==> src/shared/adc_port_params.svh <==
`ifndef ADC_PORT_PARAMS_SVH
`define ADC_PORT_PARAMS_SVH

// communications word layout, first bit sent is bit 7
`define CMD_WEN_BIT        7
`define CMD_ZERO_BIT       6
`define CMD_RSEL_HI        5
`define CMD_RSEL_LO        4
`define CMD_RNW_BIT        3
`define CMD_CREAD_BIT      2

// register_select_field codes
`define RSEL_COMM_STATUS   2'h0
`define RSEL_MODE          2'h1
`define RSEL_FILTER        2'h2
`define RSEL_DATA          2'h3

// reset values of the registers behind the port
`define STATUS_RESET       8'h8C
`define MODE_RESET         8'h02
`define FILTER_RESET       8'h04
`define DATA_RESET         24'h000000

// status bit that mirrors conversion ready (active low)
`define STATUS_RDY_BIT     7

// consecutive high data bits that reset the whole port
`define RESYNC_ONES        32

// link clock timing of the host end: 100 ns min high and low, 20 ns clk
`define SCLK_HALF_NS       100
`define CLK_PERIOD_NS      20
`define SCLK_HALF_CYC      ((`SCLK_HALF_NS + `CLK_PERIOD_NS - 1) / `CLK_PERIOD_NS)

`endif

==> src/shared/adc_port_pkg.sv <==
package adc_port_pkg;
   // device end sequencer
   typedef enum logic [1:0] {
      DEV_CMD   = 2'b00,
      DEV_READ  = 2'b01,
      DEV_WRITE = 2'b10
   } dev_state_t;

   // host end sequencer
   typedef enum logic [1:0] {
      HOST_IDLE  = 2'b00,
      HOST_LOW   = 2'b01,
      HOST_HIGH  = 2'b10,
      HOST_DONE  = 2'b11
   } host_state_t;
endpackage

==> src/shared/adc_port_if.sv <==
interface adc_port_if;
   logic sclk;
   logic cs_n;
   logic din;
   logic dout_o;
   logic dout_oe_n;
   wire  dout_rdy;

   // pulled high when released, like the real open pin with a pull-up
   assign dout_rdy = dout_oe_n ? 1'b1 : dout_o;

   modport device (
      input  sclk,
      input  cs_n,
      input  din,
      output dout_o,
      output dout_oe_n
   );

   modport host (
      output sclk,
      output cs_n,
      output din,
      input  dout_rdy
   );
endinterface

==> src/hdl/adc_port_device.sv <==
// Notes on behaviour
// continuous clock bursts give identical results
// paused clock keeps shift position intact
// selected only while chip select low
// chip select tied low still works
// ready pin falls when conversion ends
// unread result: pin rises before next update
// host may use ready fall as interrupt
// output changes on falling clock edge
// deselect floats pin; ready keeps tracking
// status register holds readable ready flag
// output shifter loads from any register
// input bits go to selected register
// every access starts with command write
// after access, wait for next command
// 32 high input bits reset everything
// leading one holds command at first bit
`include "adc_port_params.svh"

module adc_port_device
   import adc_port_pkg::*;
#(
   parameter int DATA_BITS = 24
) (
   input  wire logic          clk,
   input  wire logic          reset_n,
   adc_port_if.device         port,
   input  wire logic          conv_done,
   input  wire logic          update_soon,
   input  wire logic [23:0]   conv_data,
   output logic [7:0]         mode_q,
   output logic [7:0]         filter_q,
   output logic               port_reset
);
   initial begin
      if (DATA_BITS != 24) $error("DATA_BITS must be 24");
   end

   dev_state_t  state_q;
   logic [2:0]  sclk_s_q;
   logic [1:0]  cs_s_q;
   logic [1:0]  din_s_q;
   logic        rise;
   logic        fall;
   logic        sel;
   logic [4:0]  cnt_q;
   logic [4:0]  need_q;
   logic [23:0] in_sr_q;
   logic [23:0] out_sr_q;
   logic [1:0]  rsel_q;
   logic        cread_q;
   logic [5:0]  ones_q;
   logic        rdy_n_q;
   logic [23:0] data_q;
   logic        dout_q;
   logic        resync;
   logic [4:0]  width;

   ////////////////////////////////////////////////////////////////////////
   // pin synchronisers; stage 1 is read only by stage 2
   always_ff @(posedge clk or negedge reset_n) begin
      if (!reset_n) begin
         sclk_s_q <= 3'h7;
         cs_s_q   <= 2'h3;
         din_s_q  <= 2'h0;
      end else begin
         sclk_s_q <= {sclk_s_q[1:0], port.sclk};
         cs_s_q   <= {cs_s_q[0], port.cs_n};
         din_s_q  <= {din_s_q[0], port.din};
      end
   end

   // a tied-low select simply leaves the port selected forever
   assign sel  = !cs_s_q[1];
   assign rise = sel && !sclk_s_q[2] && sclk_s_q[1];
   assign fall = sel && sclk_s_q[2] && !sclk_s_q[1];

   // width of the register named by a command
   always_comb begin
      width = 5'h08;
      if (in_sr_q[`CMD_RSEL_HI-1 -: 2] == `RSEL_DATA) width = 5'h18;
   end

   ////////////////////////////////////////////////////////////////////////
   // run of high input bits; 32 in a row resets the port
   always_ff @(posedge clk or negedge reset_n) begin
      if (!reset_n) begin
         ones_q <= 6'h00;
      end else if (rise) begin
         ones_q <= din_s_q[1] ? ((ones_q == 6'(`RESYNC_ONES)) ? ones_q : ones_q + 6'h01) : 6'h00;
      end else if (ones_q == 6'(`RESYNC_ONES)) begin
         ones_q <= 6'h00;
      end
   end

   assign resync     = (ones_q == 6'(`RESYNC_ONES));
   assign port_reset = resync;

   ////////////////////////////////////////////////////////////////////////
   // command and transfer sequencer
   always_ff @(posedge clk or negedge reset_n) begin
      if (!reset_n) begin
         state_q  <= DEV_CMD;
         cnt_q    <= 5'h00;
         need_q   <= 5'h00;
         in_sr_q  <= 24'h000000;
         rsel_q   <= `RSEL_COMM_STATUS;
         cread_q  <= 1'b0;
         mode_q   <= `MODE_RESET;
         filter_q <= `FILTER_RESET;
      end else if (resync) begin
         state_q  <= DEV_CMD;
         cnt_q    <= 5'h00;
         cread_q  <= 1'b0;
         mode_q   <= `MODE_RESET;
         filter_q <= `FILTER_RESET;
      end else if (rise) begin
         // position only moves on a sampled edge, so gaps are harmless
         unique case (state_q)
            DEV_CMD: begin
               if (cnt_q == 5'h00 && din_s_q[1]) begin
                  cnt_q <= 5'h00;
               end else if (cnt_q == 5'h07) begin
                  cnt_q   <= 5'h00;
                  rsel_q  <= in_sr_q[`CMD_RSEL_HI-1 -: 2];
                  cread_q <= in_sr_q[`CMD_CREAD_BIT-1];
                  need_q  <= width;
                  if (in_sr_q[`CMD_RSEL_HI-1 -: 2] == `RSEL_COMM_STATUS && !in_sr_q[`CMD_RNW_BIT-1])
                     state_q <= DEV_CMD;
                  else
                     state_q <= in_sr_q[`CMD_RNW_BIT-1] ? DEV_READ : DEV_WRITE;
               end else begin
                  cnt_q   <= cnt_q + 5'h01;
                  in_sr_q <= {in_sr_q[22:0], din_s_q[1]};
               end
            end
            DEV_WRITE: begin
               in_sr_q <= {in_sr_q[22:0], din_s_q[1]};
               if (cnt_q == need_q - 5'h01) begin
                  cnt_q   <= 5'h00;
                  state_q <= DEV_CMD;
                  unique case (rsel_q)
                     `RSEL_MODE:   mode_q   <= {in_sr_q[6:0], din_s_q[1]};
                     `RSEL_FILTER: filter_q <= {in_sr_q[6:0], din_s_q[1]};
                     default:      ;
                  endcase
               end else begin
                  cnt_q <= cnt_q + 5'h01;
               end
            end
            DEV_READ: begin
               if (cnt_q == need_q - 5'h01) begin
                  cnt_q   <= 5'h00;
                  state_q <= DEV_CMD;
               end else begin
                  cnt_q <= cnt_q + 5'h01;
               end
            end
            default: state_q <= DEV_CMD;
         endcase
      end
   end

   ////////////////////////////////////////////////////////////////////////
   // conversion result and ready flag; a new result wins over a clear but loses to a port reset
   always_ff @(posedge clk or negedge reset_n) begin
      if (!reset_n) begin
         rdy_n_q <= 1'b1;
         data_q  <= `DATA_RESET;
      end else if (resync) begin
         // a port reset clears the pending result too, the whole part restarts
         rdy_n_q <= 1'b1;
         data_q  <= `DATA_RESET;
      end else if (conv_done) begin
         rdy_n_q <= 1'b0;
         data_q  <= conv_data;
      end else if (update_soon) begin
         rdy_n_q <= 1'b1;
      end else if (state_q == DEV_READ && rsel_q == `RSEL_DATA && rise && cnt_q == need_q - 5'h01) begin
         rdy_n_q <= 1'b1;
      end
   end

   ////////////////////////////////////////////////////////////////////////
   // output shifter loaded at end of a read command, shifted on falls
   always_ff @(posedge clk or negedge reset_n) begin
      if (!reset_n) begin
         out_sr_q <= 24'h000000;
         dout_q   <= 1'b1;
      end else if (state_q == DEV_CMD && rise && cnt_q == 5'h07 && in_sr_q[`CMD_RNW_BIT-1]) begin
         unique case (in_sr_q[`CMD_RSEL_HI-1 -: 2])
            `RSEL_COMM_STATUS: out_sr_q <= {`STATUS_RESET & 8'h7F | {rdy_n_q, 7'h00}, 16'h0000};
            `RSEL_MODE:        out_sr_q <= {mode_q, 16'h0000};
            `RSEL_FILTER:      out_sr_q <= {filter_q, 16'h0000};
            `RSEL_DATA:        out_sr_q <= data_q;
         endcase
      end else if (fall) begin
         if (state_q == DEV_READ) begin
            dout_q   <= out_sr_q[23];
            out_sr_q <= {out_sr_q[22:0], 1'b0};
         end else begin
            dout_q <= rdy_n_q;
         end
      end else if (state_q != DEV_READ) begin
         dout_q <= rdy_n_q;
      end
   end

   assign port.dout_o    = dout_q;
   assign port.dout_oe_n = cs_s_q[1];
endmodule

==> src/flat_wrapper.sv <==
// flat-port wrapper written by rule: the top's interface ports become plain ports
module adc_port_device_flat import adc_port_pkg::*;
#(
   parameter int DATA_BITS = 24
)
  (clk, reset_n, conv_done, update_soon, conv_data, mode_q, filter_q, port_reset, port_sclk, port_cs_n, port_din, port_dout_o, port_dout_oe_n);
  adc_port_if port_i ();
  input  wire logic clk;
  input  wire logic reset_n;
  input  wire logic conv_done;
  input  wire logic update_soon;
  input  wire logic [23:0] conv_data;
  output logic [7:0] mode_q;
  output logic [7:0] filter_q;
  output logic port_reset;
  input wire logic [$bits(port_i.sclk)-1:0] port_sclk;
  input wire logic [$bits(port_i.cs_n)-1:0] port_cs_n;
  input wire logic [$bits(port_i.din)-1:0] port_din;
  output wire logic [$bits(port_i.dout_o)-1:0] port_dout_o;
  output wire logic [$bits(port_i.dout_oe_n)-1:0] port_dout_oe_n;
  assign port_i.sclk = port_sclk;
  assign port_i.cs_n = port_cs_n;
  assign port_i.din = port_din;
  assign port_dout_o = port_i.dout_o;
  assign port_dout_oe_n = port_i.dout_oe_n;
  adc_port_device #(.DATA_BITS(DATA_BITS)) u_core (.clk(clk), .reset_n(reset_n), .port(port_i), .conv_done(conv_done), .update_soon(update_soon), .conv_data(conv_data), .mode_q(mode_q), .filter_q(filter_q), .port_reset(port_reset));
endmodule
==> config.mk <==
export PLATFORM = sky130hd
export DESIGN_NAME = adc_port_device_flat
export DESIGN_NICKNAME = d
export VERILOG_FILES = /design/src/shared/adc_port_pkg.sv /design/src/shared/adc_port_if.sv /design/src/hdl/adc_port_device.sv /design/src/flat_wrapper.sv
export VERILOG_INCLUDE_DIRS = /design/src /design/src/shared
export SDC_FILE = /design/constraint.sdc
export NUM_CORES = 1
export LEC_CHECK = 0
export ABC_AREA = 0
export BUFFER_PORTS_ARGS = -buffer_cell sky130_fd_sc_hd__buf_2
export CORE_AREA = 5 5 102 104
export DETAILED_ROUTE_END_ITERATION = 10
export DIE_AREA = 0 0 107 109
export PLACE_DENSITY = 0.72
export SLEW_MARGIN = 20
export SYNTH_ARGS = -nofsm -noshare
export SYNTH_HDL_FRONTEND = slang
export SYNTH_SLANG_ARGS = --single-unit
==> constraint.sdc <==
create_clock -name clk -period 4.7 [get_ports clk]
set_input_delay 0.94 -clock clk [delete_from_list [all_inputs] [get_ports clk]]
set_output_delay 0.94 -clock clk [all_outputs]
set_load 0.02 [all_outputs]
---- Word level (Yosys, flattened, before mapping) ----
Index checks and enable logic that the tools add are counted.
word-level totals
  register bits after elaboration ......... 100
  bits in latches ......................... 0
  RAM bits ................................ 0
  memory bits (read-only) ................. 0
  input bits .............................. 31
  output and inout port bits .............. 19
  logic and storage cells ................. 125
  memories ................................ 0
cells by class
  add/sub/neg operators ................... 3
  $mul .................................... 0
  divide/modulo/power cells ............... 0
  order comparisons ....................... 0
  equal/unequal tests ..................... 18
  shift operators ......................... 0
  multiplexer cells ....................... 45
  bitwise operators ....................... 3
  reduce and logical (&&, ||, !) cells .... 41
operator list
  cell                                                 count
  2-to-1 mux 24 bit                                    5
  case mux 24 bit (4 select lines)                     1
  2-to-1 mux 8 bit                                     10
  2-to-1 mux 5 bit                                     6
  2-to-1 mux 6 bit                                     4
  nonzero test 2 bit                                   10
  2-to-1 mux 2 bit                                     7
  2-to-1 mux 7 bit                                     2
  case mux 7 bit (2 select lines)                      1
  logical AND 1 bit                                    12
  AND reduction 4 bit                                  3
  equality test 2 bit, second input constant           5
  case mux 5 bit (2 select lines)                      1
  AND reduction 5 bit                                  2
  inequality test 3 bit, second input constant         3
  AND reduction 2 bit                                  4
  2-to-1 mux 1 bit                                     7
  adder 6 x 1 -> 6 bit, second input constant          1
  equality test 2 x 1 -> 1 bit, second input constant  3
  equality test 6 bit, second input constant           1
  adder 5 x 1 -> 5 bit, second input constant          1
  equality test 5 x 3 -> 1 bit, second input constant  1
  equality test 5 bit                                  1
  logical NOT 5 bit                                    1
  other kinds (11)                                     18

---- Depth between registers and ports, before layout ----
Gate-level depths: netlist (run 1).
  depth after elaboration ................. 9
  gate-level depth with buffers ........... 9
  depth with buffers taken out ............ 8

---- Worst setup path before layout (run 1) ----
OpenSTA, ideal clock, no wires.
  path kind ............................... flip-flop to output port
  start point ............................. register u_core.ones_q[0]
  end point ............................... output port port_reset
  data arrival time ....................... 1.610 ns
  required time ........................... 3.760 ns
  path slack .............................. 2.150 ns
  cell stages (with the launch flop) ...... 8
  buffers on the path ..................... 2
  path through ............................ dfrtp_1 inv_1 ha_1 nor4b_1 nand2_1 inv_1 buf_2 buf_2
between the ends
  longest elaborated chain between the ends .. 1
RTL lines
  what                      line                   source
  start: declaration        adc_port_device.sv:52  logic [5:0] ones_q;
  start signal: assignment  adc_port_device.sv:90  ones_q <= din_s_q[1] ? ((ones_q == 6'(`RESYNC_ONES)) ? ones_q : ones_q + 6'h01) : 6'h00;
  equality test 6 bit       adc_port_device.sv:96  assign resync = (ones_q == 6'(`RESYNC_ONES));
  end: declaration          flat_wrapper.sv:15     output logic port_reset;
No other way between the ends.

---- Final worst setup path (run 1) ----
Ends and elaborated chain as after synthesis.

==> results_dict.tcl, run 1 <==
set metrics [dict create \
    design_area_um2 5040 \
    clkPwrFrac_pct 30.6 \
    fmax_mhz 332 \
    drive_above_1_share_pct 20.4 \
    synth_nets 490 \
    power.internal_uw 1290 \
    synth_cells 451 \
    synth_warnings 0 \
    hold_viol_final 0 \
    cp_slowest_cell "dfrtp_1" \
    clk_path_buf_depth 2 \
    ff2ff_path_depth 10 \
    dp_hpwl_mm 6.41 \
    io_pins 50 \
    power_frac_comb_pct 13.9 \
    synth-simple-area-share_pct 16.5 \
    leakage_uw 0.00247 \
    vias 3385 \
    min_path_type "flop to flop" \
    crit_path_frequent_cell "inv_1" \
    die_area_um2 11700 \
    clockRootBuffer "clkbuf_8" \
    grt_max_degree 74 \
    core_area_um2 9460 \
    cp_cell_sequence "inv_1 > ha_1 > nor4b_1 > nand2_1 > buf_4 > inv_1 > buf_2" \
    cts_buffers 9 \
    antenna_found_initial 0 \
    timing.hold.ws_ps 361 \
    synth_compound_area_share_pct 11.3 \
    mostFrequentLayoutCell "dfrtp_1" \
    htreeDepth 3 \
    synth_top_family_by_area "simple AND/OR/NAND/NOR gates" \
    synthMuxAreaShare_pct 12.7 \
    layout_min_cycle_time_ps 3010 \
    drt_iter0_markers 195 \
    swShare_pct 28.9 \
    grt_pass1_wl_mm 16.3 \
    drv_slew 0 \
    synthArstFlopShare_pct 100 \
    rows 36 \
    avgSynthCellArea_um2 10.1 \
    synthAdderAreaFrac_pct 2.20 \
    path_depth 7 \
    grt_setup_unrepaired "no" \
    worstPathMaxFanout 28 \
    r2r-end "u_core.ones_q[0]" \
    ys_ff_latch 97 \
    status "finished clean" \
    synth_area_um2 4550 \
    yosysSeqAreaShare_pct 53.6 \
    final_util_pct 53.3 \
    cts_hold_buffers 0 \
    setup-violations-final 0 \
    synth_cell_types 43 \
    final_cell_mix "88 x dfrtp_1, 75 x nand2_1, 49 x nor2_1" \
    r2r_slack_ps 2100 \
    timing.final.crit_share_pct 64.1 \
    power_density_nw_per_um2 361 \
    overflow 0 \
    synth.top_cell.area_share_pct 48.4 \
    pwr-share-seq_pct 55.5 \
    maxSlewHeadroom_pct 38.5 \
    diodes 0 \
    path_class "flop to output pin" \
    synth_edf_count 0 \
    max_stage_delay_ps 430 \
    yosysTopAreaCell "dfrtp_1" \
    routed_via_density 5.61 \
    timing.setup.tns_ps 0 \
    required_ps 3760 \
    nets 523 \
    hold_start "u_core.sclk_s_q[0]" \
    io_buffer_count 49 \
    post-route-drc-count 0 \
    synth_xor_area_share_pct 0.192 \
    wl_per_cell_um 15.7 \
    r2r-start "u_core.ones_q[0]" \
    tritoncts_num_sinks 97 \
    grt_usage_pct 17.6 \
    hold_path_depth 0 \
    die_h_um 109 \
    endpoint_kind "output pin" \
    cp_top_family "buffers and inverters" \
    wl_mm 9.48 \
    start_util_pct 48.1 \
    worst_pin_slew_ps 923 \
    postCtsSetupRepairBufs 0 \
    gp_congestion 0.835 \
    yosys-top-cells-area "dfrtp_1 48%, mux2i_1 7.9%, nand2_1 6.2%, dfstp_2 5.2%, nor2_1 4.0%" \
    finalClockSkew_ps 10.5 \
    worst_ep_arrival_time_ps 2070 \
    fillers 847 \
    grt_pass1_vias 3379 \
    crit_path_start_kind "flop" \
    first_pass_iters 4 \
    ir_drop_uv 138 \
    synthToLayoutAreaGrowth_pct 10.8 \
    ant_nets 0 \
    p_switching_uw 525 \
    worst-path-buf-inv 4 \
    placed_area_um2 4840 \
    holdPathEnd "u_core.sclk_s_q[1]" \
    clock_latency_ps 360 \
    clk_pin_slew_ps 90 \
    ys.flop_type "dfrtp_1" \
    cts_tree "done" \
    dieWidth_um 107 \
    cts-resized-gates 0 \
    drv_cap 0 \
]
-- worst max-delay path by stage --
stage	startpoint	end	slack, ps
3_5_place_dp	u_core.ones_q[0]	port_reset	2090
4_1_cts	u_core.ones_q[0]	port_reset	1670
2_1_floorplan	u_core.ones_q[0]	port_reset	2150
5_1_grt	u_core.ones_q[0]	port_reset	1550
3_3_place_gp	u_core.ones_q[0]	port_reset	2150
6_report	u_core.ones_q[0]	port_reset	1690
-- synthesized netlist by cell type, types with 3 or more instances --
library cell,number
a22o_1,4
mux2i_1,36
dfrtp_1,88
nand2b_1,4
inv_1,8
a21oi_1,26
o21ai_0,16
nand2_1,75
dfstp_2,9
buf_2,9
nand4_1,4
mux2_2,16
clkbuf_1,19
ha_1,8
a31oi_1,24
and2_1,4
and3_1,4
nor2_1,49
a221oi_1,5
nor2b_1,3
nand3_1,14
-- layer usage --
layer	vias to the layer above	part of all wire [%]	global-route usage [%]
met4	0	1.9	6.85
met1	1665	46	23.2
met3	18	4.3	3.67
met2	74	48	28.7
met5	-	0	0
li1	1628	-	-
-- final cells by class --
| cell class | count | area [um2] | area share [%] |
|---|---|---|---|
| well taps | 114 | 143 | 2.83 |
| multi-input cells | 315 | 1950 | 38.7 |
| repair buffers | 53 | 278 | 5.51 |
| clock inverters | 5 | 62.6 | 1.24 |
| clock buffers | 11 | 141 | 2.80 |
| inverters | 8 | 30.0 | 0.595 |
| flip-flops and latches | 97 | 2440 | 48.4 |
-- state kept, by name, summed over array words and instances, names as in the netlist, 3 cells and up --
name             flops
u_core.filter_q      8
u_core.out_sr_q     24
u_core.in_sr_q       7
u_core.data_q       24
u_core.mode_q        8
u_core.ones_q        6
u_core.sclk_s_q      3
u_core.cnt_q         5
-- power groups by stage --
stage	sequential [uW]	combinational, uW	clock (uW)
CTS	1010	257	568
global placement	1020	246	0
floorplan	962	225	0
finish	1010	252	557
global route	1030	285	602
detailed placement	1030	256	0
-- worst reg2reg max path: stages, from the launching register on --
cell and delay, ps:
dfrtp_1 430, inv_1 70, ha_1 140, nor4b_1 230
nand2_1 90, buf_4 220, inv_1 300, buf_4 410
nor2_1 140, o21bai_1 190, mux2_2 280
-- cell families after synthesis --
| kind of cell | count (synthesis) |
|---|---|
| flip-flops | 97 |
| buffers and inverters | 39 |
| adder cells (fa/ha/maj) | 8 |
| AO/OA/AOI/OAI | 84 |
| XOR/XNOR | 1 |
| multiplexers | 54 |
| AND/OR/NAND/NOR | 168 |
-- metrics by stage --
stage / setup WS [ps] / std cells / power (uW)
2_1_floorplan: 2150 / 451 / 1190
3_3_place_gp: 2150 / 587 / 1270
3_5_place_dp: 2090 / 587 / 1280
4_1_cts: 1670 / 603 / 1840
5_1_grt: 1550 / 603 / 1910
6_report: 1690 / 603 / 1820
Note: power is estimated with default switching activity, not from simulation.
==> run 2: changes to the inputs <==
--- a/config.mk
+++ b/config.mk
@@ -6,12 +6,12 @@
 export SDC_FILE = /design/constraint.sdc
 export NUM_CORES = 1
 export LEC_CHECK = 0
-export ABC_AREA = 0
+export ABC_AREA = 1
 export BUFFER_PORTS_ARGS = -buffer_cell sky130_fd_sc_hd__buf_2
-export CORE_AREA = 5 5 102 104
+export CORE_AREA = 5 5 103 105
 export DETAILED_ROUTE_END_ITERATION = 10
-export DIE_AREA = 0 0 107 109
-export PLACE_DENSITY = 0.72
+export DIE_AREA = 0 0 108 110
+export PLACE_DENSITY = 0.75
 export SLEW_MARGIN = 20
 export SYNTH_ARGS = -nofsm -noshare
 export SYNTH_HDL_FRONTEND = slang
==> constraint.sdc (replaced) <==
create_clock -name clk -period 2.7 [get_ports clk]
set_input_delay 0.54 -clock clk [delete_from_list [all_inputs] [get_ports clk]]
set_output_delay 0.54 -clock clk [all_outputs]
set_load 0.02 [all_outputs]
==> results_dict.tcl, run 2 <==
set metrics [dict create \
    cp_slowest_cell "dfrtp_1" \
    synth-simple-area-share_pct 21.4 \
    path_class "flop to output pin" \
    tritoncts_num_sinks 97 \
    cts_buffers 9 \
    endpoint_kind "output pin" \
    timing.setup.tns_ps 0 \
    worst_pin_slew_ps 710 \
    dieWidth_um 108 \
    mostFrequentLayoutCell "nand2_1" \
    power_frac_comb_pct 26.8 \
    grt_use_met3_pct 3.55 \
    gr-usage-met2_pct 29.0 \
    routed_via_density 5.12 \
    yosysSeqAreaShare_pct 52.1 \
    min_path_type "primary input to async pin" \
    synth_most_common_cell "nand2_1" \
    max_stage_delay_ps 420 \
    synth_edf_count 0 \
    start_util_pct 49.0 \
    status "finished clean" \
    worst_ep_arrival_time_ps 1700 \
    drive_above_1_share_pct 24.0 \
    gp_congestion 0.852 \
    grt_max_degree 54 \
    postCtsSetupRepairBufs 0 \
    clockRootBuffer "clkbuf_8" \
    antenna_found_initial 0 \
    maxSlewHeadroom_pct 52.7 \
    setup-violations-final 0 \
    core_area_um2 9550 \
    cts_hold_buffers 0 \
    fillers 875 \
    ys_ff_latch 97 \
    synth_warnings 0 \
    synth.top_cell.area_share_pct 47.1 \
    synthToLayoutAreaGrowth_pct 11.8 \
    grt_pass1_wl_mm 16.8 \
    yosysTopAreaCell "dfrtp_1" \
    synthArstFlopShare_pct 100 \
    pwr-share-seq_pct 48.5 \
    wl_mm 9.95 \
    finalClockSkew_ps 10.8 \
    reg_top3 "u_core.data_q: 24 flops, u_core.out_sr_q: 24 flops" \
    io_buffer_count 49 \
    synth_compound_area_share_pct 17.2 \
    synth_area_um2 4680 \
    vias 3631 \
    drt_iter0_markers 251 \
    synth_cell_types 36 \
    leakage_uw 0.00256 \
    ant_nets 0 \
    cp_cell_sequence "inv_1 > ha_1 > nand2_1 > nor2_4 > buf_2" \
    die_area_um2 11900 \
    timing.final.crit_share_pct 83.1 \
    diodes 0 \
    ir_drop_uv 584 \
    yosys-top-cells-count "129 x nand2_1, 88 x dfrtp_1, 56 x o21ai_0" \
    p_switching_uw 1410 \
    swShare_pct 35.2 \
    die_h_um 110 \
    clock_latency_ps 360 \
    clk_pin_slew_ps 100 \
    synth_top_family_by_area "simple AND/OR/NAND/NOR gates" \
    timing.hold.ws_ps 164 \
    final_cells 709 \
    final_util_pct 54.8 \
    clk_path_buf_depth 2 \
    synth_nets 562 \
    yosys-top-cells-area "dfrtp_1 47%, nand2_1 10%, o21ai_0 6.0%, dfstp_2 5.1%, o21ai_2 4.7%" \
    wl_per_cell_um 14.0 \
    final_cell_mix "129 x nand2_1, 88 x dfrtp_1, 56 x o21ai_0" \
    power_density_nw_per_um2 765 \
    hold_viol_final 0 \
    required_ps 2160 \
    power.internal_uw 2600 \
    htreeDepth 3 \
    drv_slew 0 \
    nets 610 \
    synth_cells 523 \
    first_pass_iters 4 \
    fmax_mhz 445 \
    grt_use_met1_pct 24.3 \
    overflow 0 \
    grt_pass1_vias 3499 \
    drv_cap 0 \
    synthAdderAreaFrac_pct 2.14 \
    grt-busiest-layer "met2" \
    cts_tree "done" \
    layout_min_cycle_time_ps 2240 \
    io_pins 50 \
    cts-resized-gates 0 \
    rows 36 \
    clkPwrFrac_pct 24.7 \
    ys.flop_type "dfrtp_1" \
    grt_setup_unrepaired "no" \
    dp_cells 693 \
    post-route-drc-count 0 \
    crit_path_start_kind "flop" \
    synth_xor_area_share_pct 0.187 \
    dp_hpwl_mm 7.04 \
    worstPathMaxFanout 8 \
    grt_usage_pct 17.9 \
    synthMuxAreaShare_pct 0 \
    avgSynthCellArea_um2 8.95 \
]
[run 2: metal layers]
layer | part of all wire (%) | wire (um) | vias up
met5 | 0 | 0 | -
met4 | 1.1 | 110 | 0
met3 | 4.5 | 443 | 12
met2 | 48 | 4740 | 86
met1 | 47 | 4660 | 1722
li1 | - | - | 1811
[run 2: worst paths after layout]
path                       cells past startpoint  slack (ps)              start             endpoint
min                                            1         160            reset_n      u_core.cnt_q[3]
max reg2reg                                    9         770    u_core.cnt_q[0]  u_core.out_sr_q[21]
max                                            5         460   u_core.ones_q[0]           port_reset
min reg2reg                                    0         360  u_core.din_s_q[0]    u_core.din_s_q[1]
min in group clk                               1         260          port_sclk   u_core.sclk_s_q[0]
max in group asynchronous                      2        1830            reset_n   u_core.port.dout_o
[run 2: power by group through the flow]
stage               logic [uW]  registers (uW)  clock network, uW
CTS                       1080            1940               1020
floorplan                  836            1920                  0
detailed placement        1070            1970                  0
global route              1230            1980               1090
finish                    1070            1940                991
global placement          1030            1960                  0
[run 2: cells by family (layout without fill, tap and decap cells)]
family          count (synthesis)  count (layout)
simple gates                  220             220
compound gates                124             124
flops                          97              97
buf+inv                        73             126
fa+ha+maj                       8               8
xor+xnor                        1               1
[run 2: area by class of cell]
cell class / instances / area [um2] / share of cell area, %
Inverter: 58 / 219 / 4.19
Clock buffer: 10 / 138 / 2.63
Timing Repair Buffer: 52 / 283 / 5.41
Clock inverter: 6 / 72.6 / 1.39
Sequential cell: 97 / 2440 / 46.6
Tap cell: 133 / 166 / 3.18
Multi-Input combinational cell: 353 / 1910 / 36.6
[run 2: critical path: cells and delay by family (launching register included)]
kind	cells	cell delay [ps]
adder cells (fa/ha/maj)	1	210
flip-flops	1	420
buffers and inverters	2	330
AND/OR/NAND/NOR	2	380
[run 2: through the flow]
stage | setup WS [ps] | power (uW) | cell area, um2
6_report | 455 | 4000 | 5230
5_1_grt | 312 | 4300 | 5230
4_1_cts | 432 | 4040 | 5230
3_5_place_dp | 806 | 3030 | 5020
3_3_place_gp | 879 | 2980 | 5020
2_1_floorplan | 1120 | 2760 | 4680
==> run 3: changes to the inputs <==
--- a/config.mk
+++ b/config.mk
@@ -6,11 +6,11 @@
 export SDC_FILE = /design/constraint.sdc
 export NUM_CORES = 1
 export LEC_CHECK = 0
-export ABC_AREA = 1
+export ABC_AREA = 0
 export BUFFER_PORTS_ARGS = -buffer_cell sky130_fd_sc_hd__buf_2
-export CORE_AREA = 5 5 103 105
+export CORE_AREA = 5 5 102 104
 export DETAILED_ROUTE_END_ITERATION = 10
-export DIE_AREA = 0 0 108 110
+export DIE_AREA = 0 0 107 109
 export PLACE_DENSITY = 0.75
 export SLEW_MARGIN = 20
 export SYNTH_ARGS = -nofsm -noshare
==> constraint.sdc (replaced) <==
create_clock -name clk -period 2.05 [get_ports clk]
set_input_delay 0.41 -clock clk [delete_from_list [all_inputs] [get_ports clk]]
set_output_delay 0.41 -clock clk [all_outputs]
set_load 0.02 [all_outputs]
==> results_dict.tcl, run 3 (synthesized netlist as in run 1, its figures left out) <==
set metrics [dict create \
    max_stage_delay_ps 420 \
    dieWidth_um 107 \
    rows 36 \
    final_cell_mix "88 x dfrtp_1, 75 x nand2_1, 49 x nor2_1" \
    clk_pin_slew_ps 90 \
    io_pins 50 \
    worstPathMaxFanout 8 \
    overflow 0 \
    maxSlewHeadroom_pct 61.2 \
    vias 3470 \
    first_pass_iters 4 \
    required_ps 2300 \
    status "finished clean" \
    core_area_um2 9460 \
    reg_top3 "u_core.data_q: 24 flops, u_core.out_sr_q: 24 flops" \
    grt_pass1_wl_mm 16.8 \
    clockRootBuffer "clkbuf_8" \
    post-route-drc-count 0 \
    htreeDepth 3 \
    cp_slowest_cell "dfrtp_1" \
    grt_max_degree 64 \
    worst_pin_slew_ps 583 \
    crit_path_start_kind "flop" \
    clk_path_buf_depth 2 \
    routed_via_density 5.59 \
    endpoint_kind "flop" \
    dp_cells 603 \
    cts_tree "done" \
    layout_min_cycle_time_ps 1970 \
    hold_viol_final 0 \
    drt_iter0_markers 236 \
    final_util_pct 55.4 \
    nets 541 \
    path_class "flop to flop" \
    setup-violations-final 0 \
    ant_nets 0 \
    drv_cap 0 \
    worst_ep_arrival_time_ps 2230 \
    gp_congestion 0.888 \
    die_h_um 109 \
    mostFrequentLayoutCell "dfrtp_1" \
    min_path_type "primary input to async pin" \
    start_util_pct 48.1 \
    fmax_mhz 507 \
    timing.final.crit_share_pct 96.3 \
    wl_per_cell_um 16.0 \
    crit_path_frequent_cell "o21ai_1" \
    timing.setup.tns_ps 0 \
    leakage_uw 0.00258 \
    dp_hpwl_mm 6.86 \
    grt_usage_pct 18.2 \
    timing.hold.ws_ps 35.1 \
    grt_setup_unrepaired "yes" \
    wl_mm 9.91 \
    grt_pass1_vias 3406 \
    clock_latency_ps 370 \
    drv_slew 0 \
    synthToLayoutAreaGrowth_pct 15.1 \
    antenna_found_initial 0 \
    tritoncts_num_sinks 97 \
    cp_cell_sequence "ha_1 > and2_1 > o21ai_1 > o21ai_1 > nor3_4 > buf_12 > mux2_2" \
    drive_above_1_share_pct 23.9 \
    die_area_um2 11700 \
    cts_buffers 9 \
    ir_drop_uv 392 \
    final_cells 621 \
    power_density_nw_per_um2 800 \
    finalClockSkew_ps 14.4 \
    io_buffer_count 49 \
    diodes 0 \
]
## run 3: stage by stage
step	cell area (um2)	total power (uW)	setup WS, ps
after floorplan	4550	2720	30.1
after global placement	4980	2940	123
after detailed placement	4980	2970	34.6
after CTS	5200	4220	5.60
after global routing	5240	4420	-55.8
final	5240	4190	76.3
## run 3: path summary, 6_finish.rpt
kind / startpoint / to / slack, ps / depth (start not counted)
min in group clk: port_cs_n / u_core.cs_s_q[0] / 140 / 1
setup reg to reg: u_core.cnt_q[0] / u_core.in_sr_q[2] / 80 / 7
hold / removal: reset_n / u_core.out_sr_q[1] / 40 / 2
hold reg to reg: u_core.sclk_s_q[0] / u_core.sclk_s_q[1] / 350 / 0
setup / recovery: u_core.cnt_q[0] / u_core.in_sr_q[2] / 80 / 7
max in group asynchronous: reset_n / u_core.sclk_s_q[2] / 1600 / 2
## run 3: repair_timing
action / in CTS / in global routing
hold buffers: 0 / 0
pin swaps: 1 / 2
setup endpoints to repair: 1 / 27
hold endpoints to repair: 0 / 0
gates resized for setup: 3 / 6
setup buffers: 2 / 1
## run 3: metal layers
metal	vias up	track usage [%]	part of all wire, %	routed length, um
met2	76	29.3	49	4830
met4	0	8.13	2.3	229
met1	1708	24.3	44	4400
li1	1668	-	-	-
met5	-	0	0	0
met3	18	3.20	4.5	449
## run 3: worst max-delay path: cells and delay by family (launching register included)
kind            cells  cell delay [ps]
flops               1              420
simple gates        2              470
fa+ha+maj           1              240
buf+inv             1              140
mux                 1              320
compound gates      2              270
## run 3: report_power, final
part	total, uW	internal, uW	switching, uW
sequential	2300	2070	224
combinational	646	328	317
clock	1250	596	649
total	4190	3000	1190
## run 3: area by class of cell
class	count	area (um2)
tap	114	143
multi-input combinational	315	1970
inverter	8	32.5
clock inverter	5	56.3
timing repair buffer	71	457
fill	841	4220
clock buffer	11	141
sequential	97	2440
